## src/inc/ifhz_pkg.sv

```systemverilog
// package for the interrupt controller with flag clear hazards
// assumes a single clock domain and synchronous inputs
package ifhz_pkg;
	localparam int IFHZ_NUM_SRC = 4;
	localparam int IFHZ_LVL_W = 2;
	localparam int IFHZ_VEC_W = 4;
	localparam logic [3:0] IFHZ_VEC_RESET = 4'hF;
	localparam logic [3:0] IFHZ_VEC_BASE = 4'h0;
	localparam logic [1:0] IFHZ_LVL_MAIN = 2'h0;
	typedef enum logic [1:0]
	{
		IFHZ_ST_IDLE = 2'b00,
		IFHZ_ST_VEC = 2'b01,
		IFHZ_ST_SERVE = 2'b10
	} ifhz_state_e;
endpackage

```

## src/inc/ifhz_req_if.sv

```systemverilog
// request arbitration signals between the controller and its arbiter
// assumes one source per bit, index 0 highest priority on level ties
interface ifhz_req_if #(parameter int N = 4, parameter int LW = 2);
	logic [N-1:0] active;
	logic [N*LW-1:0] level;
	logic found;
	logic [$clog2(N)-1:0] winner;
	logic [LW-1:0] win_level;
	modport ctl (output active, output level, input found, input winner, input win_level);
	modport arb (input active, input level, output found, output winner, output win_level);
endinterface

```

## src/verilog/ifhz_arbiter.sv

```systemverilog
// priority arbiter: highest level wins, lowest index on a tie
// assumes combinational use inside the controller
module ifhz_arbiter
	import ifhz_pkg::*;
#(
	parameter int N = IFHZ_NUM_SRC,
	parameter int LW = IFHZ_LVL_W
)
(
	ifhz_req_if.arb req
);
	always_comb
	begin
		req.found = 1'b0;
		req.winner = '0;
		req.win_level = '0;
		for (int i = N - 1; i >= 0; i--)
		begin
			if (req.active[i] && (!req.found || req.level[i*LW +: LW] >= req.win_level))
			begin
				req.found = 1'b1;
				req.winner = i[$clog2(N)-1:0];
				req.win_level = req.level[i*LW +: LW];
			end
		end
	end
endmodule

```

## src/verilog/ifhz_ctrl.sv

```systemverilog
// nested interrupt controller modelling vector fetch and flag clear hazards
// assumes the cpu core reports instruction events as one-cycle pulses
//
// Summary of operation
// RULE1: a request taken while the condition codes are being restored yields the reset vector.
// RULE2: software sets the global mask right before restoring the condition codes.
// RULE3: a request live in the same cycle its pending flag is cleared raises an unwanted reset.
// RULE4: clearing an enable bit never raises the unwanted reset.
// RULE5: in concurrent mode a clear inside any handler or while the source is disabled is safe.
// RULE6: in nested mode a clear is safe in its own handler, one of higher or equal level, or disabled.
// RULE7: in concurrent mode software brackets risky clears with mask set and mask clear.
// RULE8: in nested mode software saves codes, sets mask, clears, then restores codes.
// RULE9: while the global mask is set no maskable request is presented to the cpu; the code only blocks new takes, int_req stays up until vec_ack.
module ifhz_ctrl
	import ifhz_pkg::*;
#(
	parameter int N = IFHZ_NUM_SRC,
	parameter int LW = IFHZ_LVL_W
)
(
	input wire logic mclk,
	input wire logic resetn,
	input wire logic [N-1:0] src_event,
	input wire logic [N-1:0] src_enable,
	input wire logic [N*LW-1:0] src_level,
	input wire logic nested_mode,
	input wire logic [N-1:0] flag_clear,
	input wire logic set_global_mask_instr,
	input wire logic clear_global_mask_instr,
	input wire logic save_condition_codes_instr,
	input wire logic restore_condition_codes_instr,
	input wire logic restored_mask,
	input wire logic vec_ack,
	input wire logic handler_return,
	output logic int_req,
	output logic [IFHZ_VEC_W-1:0] vec_addr,
	output logic global_mask,
	output logic [N-1:0] pending,
	output logic unwanted_reset,
	output logic in_handler,
	output logic [LW-1:0] run_level,
	output logic saved_mask
);
	// ----------------------------------------
	// state
	// ----------------------------------------
	ifhz_state_e state_r;
	logic [N-1:0] pend_r;
	logic mask_r;
	logic saved_r;
	logic [IFHZ_VEC_W-1:0] vec_r;
	logic rst_r;
	logic [LW-1:0] lvl_r;
	logic serving_r;
	logic [LW-1:0] take_lvl_r;
	logic [N-1:0] active;
	logic [N-1:0] hazard;
	logic [N-1:0] safe;

	ifhz_req_if #(.N(N), .LW(LW)) req ();
	ifhz_arbiter #(.N(N), .LW(LW)) u_arb (.req(req.arb));

	assign active = pend_r & src_enable;
	assign req.active = active;
	assign req.level = src_level;

	// ----------------------------------------
	// flag clear hazard detection
	// ----------------------------------------
	always_comb
	begin
		for (int i = 0; i < N; i++)
		begin
			// inside a handler: any handler in concurrent mode, equal or higher level nested
			safe[i] = !src_enable[i] || (serving_r && (!nested_mode || lvl_r >= src_level[i*LW +: LW])); // see RULE5 see RULE6
			hazard[i] = flag_clear[i] && src_event[i] && !safe[i] && !mask_r; // see RULE3
		end
	end

	// enable bits feed only `safe`; dropping one cannot build a hazard
	always_ff @(posedge mclk or negedge resetn)
	begin
		if (!resetn)
			rst_r <= 1'b0;
		else
			rst_r <= |hazard; // see RULE4
	end

	// ----------------------------------------
	// pending flags, set wins over clear
	// ----------------------------------------
	always_ff @(posedge mclk or negedge resetn)
	begin
		if (!resetn)
			pend_r <= '0;
		else
			pend_r <= (pend_r & ~flag_clear) | src_event;
	end

	// ----------------------------------------
	// condition code mask and stack copy
	// ----------------------------------------
	// a restore outranks every other mask update, so a masked pop cannot be
	// undone by a vector ack or return landing in the same cycle
	always_ff @(posedge mclk or negedge resetn)
	begin
		if (!resetn)
			saved_r <= 1'b1;
		else if (save_condition_codes_instr)
			saved_r <= mask_r;
	end

	always_ff @(posedge mclk or negedge resetn)
	begin
		if (!resetn)
			mask_r <= 1'b1;
		else if (restore_condition_codes_instr)
			mask_r <= restored_mask;
		else if (set_global_mask_instr)
			mask_r <= 1'b1;
		else if (clear_global_mask_instr)
			mask_r <= 1'b0;
		else if (state_r == IFHZ_ST_VEC && vec_ack)
			mask_r <= 1'b1;
		else if (handler_return)
			mask_r <= 1'b0;
	end

	// ----------------------------------------
	// vector delivery
	// ----------------------------------------
	always_ff @(posedge mclk or negedge resetn)
	begin
		if (!resetn)
		begin
			state_r <= IFHZ_ST_IDLE;
			vec_r <= IFHZ_VEC_RESET;
		end
		else
		begin
			unique case (state_r)
				IFHZ_ST_IDLE:
				begin
					// no new take while masked: no vector can meet a masked restore
					if (req.found && !mask_r) // see RULE9
					begin
						state_r <= IFHZ_ST_VEC;
						// source is lost when a restore runs as the request is taken
						if (restore_condition_codes_instr) // see RULE1
							vec_r <= IFHZ_VEC_RESET;
						else
							vec_r <= IFHZ_VEC_BASE + IFHZ_VEC_W'(req.winner);
					end
				end
				IFHZ_ST_VEC:
					if (vec_ack)
						state_r <= IFHZ_ST_SERVE;
				IFHZ_ST_SERVE:
					if (handler_return)
						state_r <= IFHZ_ST_IDLE;
				default:
					state_r <= IFHZ_ST_IDLE;
			endcase
		end
	end

	// ----------------------------------------
	// level of the request being taken
	// ----------------------------------------
	// the arbiter may move on between take and ack, so the level is held
	// from the take edge; a later higher request must not lift the handler
	always_ff @(posedge mclk or negedge resetn)
	begin
		if (!resetn)
			take_lvl_r <= IFHZ_LVL_MAIN;
		else if (state_r == IFHZ_ST_IDLE && req.found && !mask_r)
		begin
			// a lost source runs at main level
			if (restore_condition_codes_instr)
				take_lvl_r <= IFHZ_LVL_MAIN;
			else
				take_lvl_r <= req.win_level;
		end
	end

	// ----------------------------------------
	// serving context
	// ----------------------------------------
	// one handler level is kept; nesting depth beyond one is not tracked,
	// a return always drops back to main level
	always_ff @(posedge mclk or negedge resetn)
	begin
		if (!resetn)
		begin
			serving_r <= 1'b0;
			lvl_r <= IFHZ_LVL_MAIN;
		end
		else if (state_r == IFHZ_ST_VEC && vec_ack)
		begin
			serving_r <= 1'b1;
			lvl_r <= take_lvl_r;
		end
		else if (handler_return)
		begin
			serving_r <= 1'b0;
			lvl_r <= IFHZ_LVL_MAIN;
		end
	end

	// ----------------------------------------
	// outputs
	// ----------------------------------------
	// int_req is decoded from the state register, so it carries no glitch
	assign int_req = (state_r == IFHZ_ST_VEC);
	assign vec_addr = vec_r;
	assign global_mask = mask_r;
	assign pending = pend_r;
	assign unwanted_reset = rst_r;
	assign in_handler = serving_r;
	assign run_level = lvl_r;
	assign saved_mask = saved_r;
endmodule
```

## config.mk

```make
export PLATFORM = sky130hd
export DESIGN_NAME = ifhz_ctrl
export DESIGN_NICKNAME = d
export VERILOG_FILES = /design/src/inc/ifhz_pkg.sv /design/src/inc/ifhz_req_if.sv /design/src/verilog/ifhz_arbiter.sv /design/src/verilog/ifhz_ctrl.sv
export SDC_FILE = /design/constraint.sdc
export NUM_CORES = 1
export LEC_CHECK = 0
export BUFFER_PORTS_ARGS = -buffer_cell sky130_fd_sc_hd__buf_2
export CAP_MARGIN = 0
export CORE_UTILIZATION = 36
export DETAILED_ROUTE_END_ITERATION = 10
export GPL_ROUTABILITY_DRIVEN = 0
export SYNTH_ARGS = -nofsm -noshare
export SYNTH_HDL_FRONTEND = slang
export SYNTH_SLANG_ARGS = --single-unit
```

## constraint.sdc

```tcl
create_clock -name mclk -period 6.6 [get_ports mclk]
set_clock_uncertainty 0.2 [all_clocks]
set_input_delay 1.32 -clock mclk [delete_from_list [all_inputs] [get_ports mclk]]
set_output_delay 1.32 -clock mclk [all_outputs]
set_load 0.02 [all_outputs]
```

### After elaboration in Yosys (flattened, before gate mapping)

Cells that the tools add are included.

* logic and storage cells: 102
* bits in writable memories: 0
* memory bits (read-only): 0
* output and inout port bits: 15
* bits of input ports: 30
* memories: 0
* register bits after elaboration: 18
* bits in latches: 0

* magnitude comparators: 7
* shifts and indexed selects: 0
* bitwise gates (word level): 4
* mux-type cells: 24
* $add $sub $neg: 0
* multipliers: 0
* divide/modulo/power cells: 0
* equality and inequality tests: 5
* reductions and logical operators: 53

Operators by type and width (number)
* two-way mux 2 bit: 13
* logical AND 1 bit: 23
* greater-or-equal comparator 2 bit: 7
* logical NOT 1 bit: 13
* logical OR 1 bit: 11
* two-way mux 1 bit: 9
* AND 4 bit: 2
* inequality test 2 bit, second input constant: 3
* case mux 2 bit (3 select lines): 1
* nonzero test 5 bit: 1
* two-way mux 4 bit: 1
* inverter 4 bit: 1
* bitwise OR 4 bit: 1
* OR reduction 4 bit: 1
* AND reduction 3 bit: 1
* equality test 2 x 1 -> 1 bit, second input constant: 1
* equality test 2 bit, second input constant: 1
* logical NOT 2 bit: 1
* AND reduction 2 bit: 1
* nonzero test 2 bit: 1

### Logic depth before layout (Yosys ltp)

Gate-level depths: netlist of run 1.

* word-level depth: 17
* gate-level depth with buffers: 18
* depth with buffers taken out: 18

### Hierarchy

From an unflattened synthesis of run 1, not the netlist that was laid out.

* cells, all modules: 139
* area total of the unflattened synthesis: 1312.5 um^2

By module, submodules not included
* ifhz_ctrl: cells each 94, area each 955.9 um^2, times used 1, seq. area each 431.7 um^2
* ifhz_arbiter: cells each 45, area each 356.6 um^2, times used 1, seq. area each 0.0 um^2

### Least setup slack after synthesis of run 1

Ideal clock, no wire load.

* path kind: input-to-reg
* from: input src_level[6]
* to: register vec_r[1] (netlist: vec_addr[1])
* setup time: 0.073 ns
* stages on the path: 18
* arrival time: 4.608 ns
* setup slack: 1.718 ns
* required time: 6.327 ns
* path buffers: 0
* path through: and3_2 > ha_1 > nand2b_1 > a211oi_2 > nor2_1 > a22o_1 > ha_1 > nand2b_4 > a211oi_2 > nor2_2 > a221oi_1 > a21oi_1 > ha_1 > nand2b_1 > a21oi_1 > a21oi_1 > or3_1 > a21oi_1

* word-level cells in the longest chain between the ends: 15
* elaborated cells between the ends (all ways): 23
* classes of those cells: order compare (3); mux (10); reduce/logical (10)

RTL lines
* from (decl): line ifhz_ctrl.sv:25 `input wire logic [N*LW-1:0] src_level,`
* two-way mux 2 bit *: line ifhz_arbiter.sv:19 `if (req.active[i] && (!req.found || req.level[i*LW +: LW] >= req.win_level))`
* greater-or-equal comparator 2 bit: line ifhz_arbiter.sv:19
* logical OR 1 bit: line ifhz_arbiter.sv:19
* logical AND 1 bit: line ifhz_arbiter.sv:19
* two-way mux 2 bit / two-way mux 1 bit (equally long branches): line ifhz_arbiter.sv:19
* greater-or-equal comparator 2 bit / logical NOT 1 bit (equally long branches): line ifhz_arbiter.sv:19
* logical OR 1 bit: line ifhz_arbiter.sv:19
* logical AND 1 bit: line ifhz_arbiter.sv:19
* two-way mux 2 bit / two-way mux 1 bit (equally long branches): line ifhz_arbiter.sv:19
* greater-or-equal comparator 2 bit / logical NOT 1 bit (equally long branches): line ifhz_arbiter.sv:19
* logical OR 1 bit: line ifhz_arbiter.sv:19
* logical AND 1 bit: line ifhz_arbiter.sv:19
* two-way mux 1 bit: line ifhz_arbiter.sv:19
* logical AND 1 bit: line ifhz_ctrl.sv:145 `if (req.found && !mask_r)`
* AND reduction 2 bit (no line)
* to (signal assigned): line ifhz_ctrl.sv:152 `vec_r <= IFHZ_VEC_BASE + IFHZ_VEC_W'(req.winner);`
* to (decl): line ifhz_ctrl.sv:51 `logic [IFHZ_VEC_W-1:0] vec_r;`

Every way passes the cells marked *; elsewhere a longest branch is shown, timed or not.
A chain may end at the register's enable or synchronous reset.

### Worst setup path in the final report of run 1

* from: input src_enable[3]
* to: register vec_r[1] (netlist: vec_addr[1])

* word-level cells in the longest chain between the ends: 16
* elaborated cells between the ends (all ways): 27
* classes of those cells: order compare (3); mux (12); bitwise (1); reduce/logical (11)

RTL lines
* from (decl): line ifhz_ctrl.sv:24 `input wire logic [N-1:0] src_enable,`
* AND 4 bit *: line ifhz_ctrl.sv:63 `assign active = pend_r & src_enable;`
* two-way mux 2 bit / two-way mux 1 bit (equally long branches): line ifhz_arbiter.sv:19
* greater-or-equal comparator 2 bit / logical NOT 1 bit (equally long branches): line ifhz_arbiter.sv:19
* logical OR 1 bit: line ifhz_arbiter.sv:19
* logical AND 1 bit: line ifhz_arbiter.sv:19
* two-way mux 2 bit / two-way mux 1 bit (equally long branches): line ifhz_arbiter.sv:19
* greater-or-equal comparator 2 bit / logical NOT 1 bit (equally long branches): line ifhz_arbiter.sv:19
* logical OR 1 bit: line ifhz_arbiter.sv:19
* logical AND 1 bit: line ifhz_arbiter.sv:19
* two-way mux 2 bit / two-way mux 1 bit (equally long branches): line ifhz_arbiter.sv:19
* greater-or-equal comparator 2 bit / logical NOT 1 bit (equally long branches): line ifhz_arbiter.sv:19
* logical OR 1 bit: line ifhz_arbiter.sv:19
* logical AND 1 bit: line ifhz_arbiter.sv:19
* two-way mux 1 bit: line ifhz_arbiter.sv:19
* logical AND 1 bit: line ifhz_ctrl.sv:145
* AND reduction 2 bit (no line)

Marks and branches as above.

==> reports/metrics.csv, run 1 <==
metric,value,unit
cp-endpoint,vec_addr[1],
clockPowerShare,15.1,%
maxSlewViolCount,0,
insertion_delay,0.29,ns
viasPerCell,5.02,
power_switching,151,uW
wl_met1,1410,um
pin_count,45,
start_kind,primary input,
grt_pass1_vias,1155,
fmax,198,MHz
rr_endpoint,vec_addr[1],
synth_fp_nets,181,
rows,20,
power.density,249,mW/mm2
setup_violations,0,
die_w,60.2,um
highest_layer,met4,
cp_slowest_cell,or3_1,
arrival,5.07,ns
grt_max_degree,18,
maxSlewHeadroom,62.8,%
hold_violations,0,
ys_ff_latch,17,
min_path_type,flip-flop to flip-flop,
dr.pass1.iters,4,
clk_pin_slew_worst_paths,0.10,ns
die_area,0.00363,mm2
synth.top_cell.area_share,24.6,%
drc,0,
cts_setup_buffers,0,
place_inst,224,
rsz0062_at_grt,no,
reg2regPathDepth,18,
p_total,377,uW
final_area,0.00151,mm2
place_ws,1.27,ns
synth_area,0.00122,mm2
drive_above_1_share,33.7,%
dp_hpwl,2380,um
drv_cap,0,
max_stage_delay,0.33,ns
cts_resized,0,
stdcell_count,228,
yosysWarnings,0,
status,"finished, final reports clean",
synth_seq_area_share,35.4,%
routedWlPerCell,12.8,um
ys_types,35,
critPathRequiredTime,6.63,ns
fin_util,48.4,%
grt_antenna_before_repair,0,
cts_root_buf,clkbuf_4,
yosys.area.top_type,dfrtp_1,
totalWireLength,2920,um
synth_area_leaders,"dfrtp_1, ha_1, dfstp_2",
cts_tree,done,
cts_hold_buf,0,
vias,1144,
grt_use_total,18.8,%
path_class,primary input to flip-flop,
die_h,60.2,um
h-tree-depth,1,
timing.hold.ws,0.311,ns
rrSetupSlack,2.24,ns
startpoint,src_enable[3],
tightest_slew,0.553,ns
syn_inst,137,
setup_slack,1.56,ns
period_share,76.3,%
ant_nets,0,
path_cells,"buf_2, and3_2, ha_1, nand2b_1, a211oi_2, nor2_1, a22o_1, ha_1, nand2b_4, a211oi_2, nor2_2, a221oi_1, a21oi_1, ha_1, nand2b_1, a21oi_1, a21oi_1, or3_1, a21oi_1",
p_int,226,uW
rr_startpoint,pending[3],
worst_path_most_repeated_cell,a21oi_1,
placed_cell_area,0.00149,mm2
nNetsFinal,229,
cts_buffer_depth,2,
combPwrFrac,42.6,%
grt_overflow,0,
start_util,39.0,%
route.met3.wl,124,um
end_kind,flip-flop,
met2_length,1350,um
clock-sinks,17,
ir_drop,0.169,mV
tns,0,ns
drtIter0Drc,54,
seq_power_share,42.3,%
leakage,0.783,nW
cts_buffers,3,
portBuffers,44,
netSwitchingFraction,40.1,%
syn2layout_area_growth,24.1,%
worst-path-max-fanout,7,
diodes,0,
core,0.00313,mm2
syn_area_per_cell,8.90,um2
layout_min_cycle_time,5.04,ns
grt_pass1_wl,5040,um
## per-layer routing
layer,vias to the layer above,track usage [%]
met4,0,6.98
met1,530,23.6
met3,6,3.90
met2,29,31.4
met5,-,0
li1,579,-
## layout by cell type (no fill, tap or decap), drive strengths merged, types with 4 or more instances in the layout
master  instances
dfrtp          12
a21o            5
dfstp           5
a31oi           4
a21oi           8
nand2b          5
clkbuf          4
inv            24
buf            44
ha             14
nand2          11
nand3           9
nor2            4
o21ai           8
## sequential cells by signal, summed over array words and instances, names as in the netlist
signal and count:
vec_addr 3, saved_mask 1, run_level 2, in_handler 1, global_mask 1, pending 4
unwanted_reset 1, take_lvl_r 2, state_r 2
## cells in the mapped netlist
master    number
inv_1         24
ha_1          14
dfrtp_1       12
nand2_1       11
nand3_1        9
a21oi_1        8
o21ai_0        8
dfstp_2        5
a21o_1         4
a31oi_1        4
nand2b_1       4
nor2_1         3
a211oi_2       2
a32oi_1        2
mux2_2         2
nand3b_1       2
nor2b_1        2
nor3_1         2
o211ai_1       2
o22a_1         2
a2111o_1       1
a21o_2         1
a221oi_1       1
a22o_1         1
a22oi_2        1
a31o_2         1
and3_2         1
buf_4          1
mux2i_1        1
nand2b_4       1
nand4_1        1
nor2_2         1
nor4_1         1
o21bai_1       1
or3_1          1
## final cells by class
cell class / count / area, um2
sequential: 17 / 432
tap: 44 / 55.1
clock buffer: 4 / 26.3
inverter: 24 / 90.1
multi-input combinational: 95 / 691
fill: 325 / 1610
timing repair buffer: 44 / 220
## cell families (layout without fill, tap and decap cells)
kind of cell / Yosys count / count (layout) / synth area share (%)
AOI/OAI and AO/OA: 39 / 39 / 22.7
adders and majority gates: 14 / 14 / 14.4
buffers and inverters: 25 / 72 / 8.00
DFF: 17 / 17 / 35.4
muxes: 3 / 3 / 2.67
and+or+nand+nor: 39 / 39 / 16.9
## worst min path at each step
| stage | startpoint | to | slack (ns) | cells after the start |
|---|---|---|---|---|
| floorplan | take_lvl_r[0] | take_lvl_r[0] | 0.26 | 2 |
| global placement | pending[1] | pending[1] | 0.28 | 1 |
| detailed placement | pending[0] | pending[0] | 0.29 | 1 |
| CTS | pending[0] | pending[0] | 0.32 | 1 |
| global route | pending[0] | pending[0] | 0.35 | 1 |
| finish | pending[0] | pending[0] | 0.31 | 1 |
## power by group through the flow
stage	logic, mW	clock network, mW	registers (mW)
2_1_floorplan	0.0879	0	0.180
3_5_place_dp	0.160	0	0.161
3_3_place_gp	0.157	0	0.160
6_report	0.161	0.0568	0.160
5_1_grt	0.182	0.0641	0.164
4_1_cts	0.162	0.0602	0.159
## critical path: cells and delay by family
family                     cells  cell delay [ns]
buffers and inverters          1             0.14
AOI/OAI and AO/OA              8             1.62
adders and majority gates      3             0.80
and+or+nand+nor                7             1.18
No activity file was read; power rests on OpenSTA's default activity.
==> inputs of run 2 (changes only) <==
Settings changed: ABC_AREA from default to 1.
Clock period 6.6 ns to 5 ns, I/O delays scaled along.
==> run 2 against run 1 <==
Effect of this change:
- critical path type unchanged
- sequential cell count is the same
- count of clock-buffer cells in the layout did not move
- via count up 6.3%
- largest cell class unchanged
- routed wire length shrank 3.8%
- core utilization fell by 1.4 points
- first-iteration DRC count decreased by 35%
- largest power group unchanged
==> reports/metrics.csv, run 2 <==
metric,value,unit
syn_inst,176,
die_w,62.3,um
portBuffers,44,
drc,0,
crit_cells,27,
ys_ff_latch,17,
layout_commonest_cell,buf_2,
viasPerCell,4.52,
diodes,0,
reg2regPathDepth,26,
rsz0062_at_grt,no,
stdcell_count,269,
rr_endpoint,vec_addr[1],
ys_async_sr_fraction,100,%
power.density,320,mW/mm2
p_total,513,uW
critPathRequiredTime,5.00,ns
grt_pass1_wl,5030,um
maxSlewHeadroom,74.9,%
mostFrequentLayoutCells,"buf_2, inv_1, nand2_1",
tightest_slew,0.376,ns
layout_min_cycle_time,3.86,ns
rows,21,
routedWlPerCell,10.4,um
drive_above_1_share,29.1,%
status,"finished, final reports clean",
grt_max_degree,18,
h-tree-depth,1,
period_share,77.1,%
place_ws,0.803,ns
synth_fp_nets,220,
die_h,62.3,um
ys_types,24,
maxSlewViolCount,0,
grt_busiest_layer,met2,
synth_seq_area_share,33.0,%
cts_setup_buffers,0,
tns,0,ns
cp_num_buf_inv,5,
largest_reg_flops,4,
insertion_delay,0.28,ns
start_kind,primary input,
die_area,0.00388,mm2
dr.pass1.iters,4,
met2_usage,26.5,%
start_util,38.3,%
drtIter0Drc,35,
cp-endpoint,vec_addr[1],
totalWireLength,2810,um
grtUsageMet1,21.5,%
fmax,259,MHz
leakage,0.975,nW
drv_cap,0,
cts_resized,0,
dp_hpwl,2370,um
max_stage_delay,0.26,ns
rr_startpoint,pending[3],
grt_use_total,16.0,%
rrSetupSlack,1.55,ns
pin_count,45,
yosys.area.top_type,dfrtp_1,
synth_edf_count,0,
clk_pin_slew_worst_paths,0.09,ns
syn_area_per_cell,7.43,um2
fin_util,47.0,%
path_class,primary input to flip-flop,
cts_hold_buf,0,
cts_tree,done,
synth_ff_type,dfrtp_1,
syn2layout_area_growth,22.7,%
ant_nets,0,
cp_slowest_cell,ha_1,
worst_path_most_repeated_cell,nand2_1,
cts_buffer_depth,2,
worst-path-max-fanout,6,
min_path_type,flip-flop to flip-flop,
cts_root_buf,clkbuf_4,
met3_usage,2.94,%
timing.hold.ws,0.293,ns
nNetsFinal,268,
vias,1216,
placed_cell_area,0.00158,mm2
synth_area_leaders,"dfrtp_1, ha_1, inv_1",
place_inst,265,
arrival,3.86,ns
final_area,0.00160,mm2
hold_violations,0,
cts_buffers,3,
ir_drop,0.155,mV
end_kind,flip-flop,
core,0.00342,mm2
clock-sinks,17,
yosysWarnings,0,
setup_slack,1.14,ns
grt_pass1_vias,1169,
startpoint,src_enable[3],
grt_overflow,0,
setup_violations,0,
synth.top_cell.area_share,23.0,%
grt_antenna_before_repair,0,
yosys-top-cells-count,"inv_1, nand2_1, nand3_1",
worst_path_dominant_cell_family,simple AND/OR/NAND/NOR gates,
synth_area,0.00131,mm2
-- run 2: changes by cell type after synthesis, sizes merged, moves of 5 or more --
cell / previous run / this run
nor2: 4 / 11
nand2: 11 / 46
inv: 24 / 40
nand2b: 5 / 0
nand3: 9 / 21
a21oi: 8 / 2
a21o: 5 / 0
-- run 2: per-layer routing --
layer	vias up	wire length, um	share of wire [%]
met5	-	0	0
met4	0	12	0.43
met3	2	122	4.3
met2	31	1240	44
met1	532	1430	51
li1	651	-	-
-- run 2: kinds of logic after synthesis --
group	share of synthesized area, %
simple gates	33.9
buf+inv	12.1
flops	33.0
compound gates	7.66
fa+ha+maj	13.4
-- run 2: how the worst min path moves through the flow --
stage	endpoint	slack, ns	start	cells past startpoint
CTS	vec_addr[0]	0.30	vec_addr[0]	2
finish	vec_addr[0]	0.29	vec_addr[0]	2
global route	vec_addr[0]	0.31	vec_addr[0]	2
detailed placement	vec_addr[0]	0.28	vec_addr[0]	2
global placement	vec_addr[0]	0.28	vec_addr[0]	2
floorplan	take_lvl_r[0]	0.25	take_lvl_r[0]	2
-- run 2: worst reg2reg max path, delay by kind of cell (launching register included) --
kind                     cells  cell delay (ns)
flip-flops                   1             0.41
adder cells (fa/ha/maj)      3             0.78
AO/OA/AOI/OAI                2             0.23
buffers and inverters        4             0.24
AND/OR/NAND/NOR             17             1.51
-- run 2: power by group --
| group | internal, mW | switching, mW | total, mW | leakage (nW) |
|---|---|---|---|---|
| combinational | 0.0846 | 0.142 | 0.226 | 0.758 |
| sequential | 0.184 | 0.0307 | 0.215 | 0.202 |
| clock | 0.0310 | 0.0406 | 0.0715 | 0.0150 |
-- run 2: layout make-up --
type	count	area (um2)
well taps	46	57.6
inverters	40	150
repair buffers	44	220
clock buffers	4	26.3
flip-flops and latches	17	432
fillers	379	1810
multi-input cells	118	718
==> inputs of run 3 (changes only) <==
Clock period 5 ns to 3.22 ns, I/O delays scaled along.
==> run 3 against run 2 <==
Effect of this change:
- the flow now finishes with violations (setup timing)
- critical path depth up 1
- final area up 24%
- setup slack worse by 1.2 ns
- non-clock buffer count up 30
- count of clock-buffer cells in the layout unchanged
- first-iteration DRC count up 5.7%
- combinational power up 93%
- die area unchanged
- total power up 73%
- sequential cell count unchanged
- sequential share of layout area down 5.2 points
- largest cell class unchanged
==> reports/metrics.csv, run 3 (synthesized netlist as in run 2, its figures left out) <==
metric,value,unit
tns,-0.0100,ns
layout_commonest_cell,buf_2,
drive_above_1_share,47.4,%
diodes,0,
wl_met1,1480,um
drtIter0Drc,37,
largest_reg_flops,4,
setup_slack,-0.0100,ns
rows,21,
vias,1336,
h-tree-depth,1,
dr.pass1.iters,4,
ant_nets,0,
met2_length,1580,um
tightest_slew,0.372,ns
nNetsFinal,298,
start_util,38.3,%
grt_use_total,17.5,%
viasPerCell,4.47,
worst-path-max-fanout,6,
place_ws,-0.421,ns
critPathRequiredTime,3.21,ns
leakage,1.14,nW
pin_count,45,
cts_hold_buf,0,
totalWireLength,3210,um
min_path_type,primary input to async pin,
die_h,62.3,um
dp_hpwl,2400,um
grt_pass1_wl,5480,um
mostFrequentLayoutCells,"buf_2, inv_1, nand2_1",
die_w,62.3,um
cp_slowest_cell,dfrtp_2,
cts_buffers,3,
nFillCells,348,
routedWlPerCell,10.7,um
drc,0,
worst_path_dominant_cell_family,simple AND/OR/NAND/NOR gates,
route.met3.wl,156,um
maxSlewViolCount,0,
setup_violations,1,
highest_layer,met3,
period_share,100,%
clk_pin_slew_worst_paths,0.10,ns
ir_drop,0.388,mV
start_kind,flip-flop,
arrival,3.22,ns
rsz0062_at_grt,yes,
cp_num_buf_inv,4,
grt_pass1_vias,1267,
portBuffers,44,
clock-sinks,17,
layout_min_cycle_time,3.23,ns
fmax,310,MHz
grt_antenna_before_repair,0,
hold_violations,0,
worst_path_most_repeated_cell,nand2_2,
cts_tree,done,
maxSlewHeadroom,75.2,%
core,0.00342,mm2
end_kind,flip-flop,
drv_cap,0,
path_class,flip-flop to flip-flop,
violations,setup timing,
insertion_delay,0.29,ns
grt_max_degree,18,
syn2layout_area_growth,52.3,%
die_area,0.00388,mm2
cts_root_buf,clkbuf_4,
cts_buffer_depth,2,
status,"complete, but fails checks",
power.density,445,mW/mm2
grt_overflow,0,
max_stage_delay,0.46,ns
run 3: cell count changes in the layout (fill, tap and decap cells not counted), moves of 2 or more:
cell | before | now
inv_4 | 0 | 2
inv_1 | 40 | 36
and2_4 | 0 | 2
nand3_1 | 17 | 13
and2_1 | 2 | 0
ha_4 | 0 | 5
nand3_2 | 3 | 6
ha_1 | 14 | 9
buf_4 | 0 | 30
nand2_2 | 5 | 8
inv_2 | 0 | 2
nand2_1 | 40 | 33
nand2_4 | 1 | 4
run 3: routing by layer:
layer / vias up / track usage [%]
met1: 592 / 22.1
met4: 0 / 1.74
met3: 0 / 4.60
met2: 34 / 30.8
met5: - / 0
li1: 710 / -
run 3: worst paths after layout:
| path | start | endpoint | slack, ns | cells after the start |
|---|---|---|---|---|
| worst min-delay path | resetn | take_lvl_r[0] | 0.05 | 1 |
| worst max-delay path | pending[3] | take_lvl_r[1] | -0.01 | 28 |
| max in group asynchronous | resetn | saved_mask | 2.46 | 1 |
| min in group mclk | vec_addr[1] | vec_addr[1] | 0.29 | 2 |
| worst min register to register | vec_addr[1] | vec_addr[1] | 0.29 | 2 |
| worst max register to register | pending[3] | take_lvl_r[1] | -0.01 | 28 |
run 3: report_power, final:
part | total [mW] | internal [mW] | switching, mW | leakage [nW]
Combinational | 0.436 | 0.188 | 0.248 | 0.922
Clock | 0.117 | 0.0482 | 0.0686 | 0.0150
Sequential | 0.333 | 0.286 | 0.0470 | 0.201
Total | 0.886 | 0.522 | 0.364 | 1.14
run 3: worst register-to-register path, delay by kind of cell (launching register included):
| family | cells | cell delay (ns) |
|---|---|---|
| compound gates | 1 | 0.04 |
| fa+ha+maj | 3 | 0.70 |
| buf+inv | 4 | 0.15 |
| flops | 1 | 0.46 |
| simple gates | 20 | 1.57 |
run 3: area by class of cell:
class / count / area, um2 / share of cell area [%]
inverters: 40 / 155 / 7.79
multi-input cells: 118 / 868 / 43.6
clock buffers: 4 / 26.3 / 1.32
well taps: 46 / 57.6 / 2.89
flip-flops and latches: 17 / 433 / 21.7
repair buffers: 74 / 452 / 22.7
run 3: stage by stage:
| step | area, um2 | power [mW] | hold WS (ns) | instances | util, % |
|---|---|---|---|---|---|
| floorplan | 1330 | 0.586 | 0.148 | 176 | - |
| global placement | 1730 | 0.713 | 0.274 | 282 | 50.6 |
| detailed placement | 1730 | 0.714 | 0.267 | 282 | 50.6 |
| CTS | 1910 | 0.860 | 0.0588 | 297 | 55.8 |
| global route | 1990 | 0.956 | 0.0713 | 299 | 58.3 |
| finish | 1990 | 0.886 | 0.0530 | 299 | 58.3 |
run 3: timing repair:
action / 4_1_cts / 5_1_grt
resized for setup: 15 / 13
setup buffers: 11 / 2
pin swaps: 17 / 24
endpoints found under the setup margin: 4 / 4
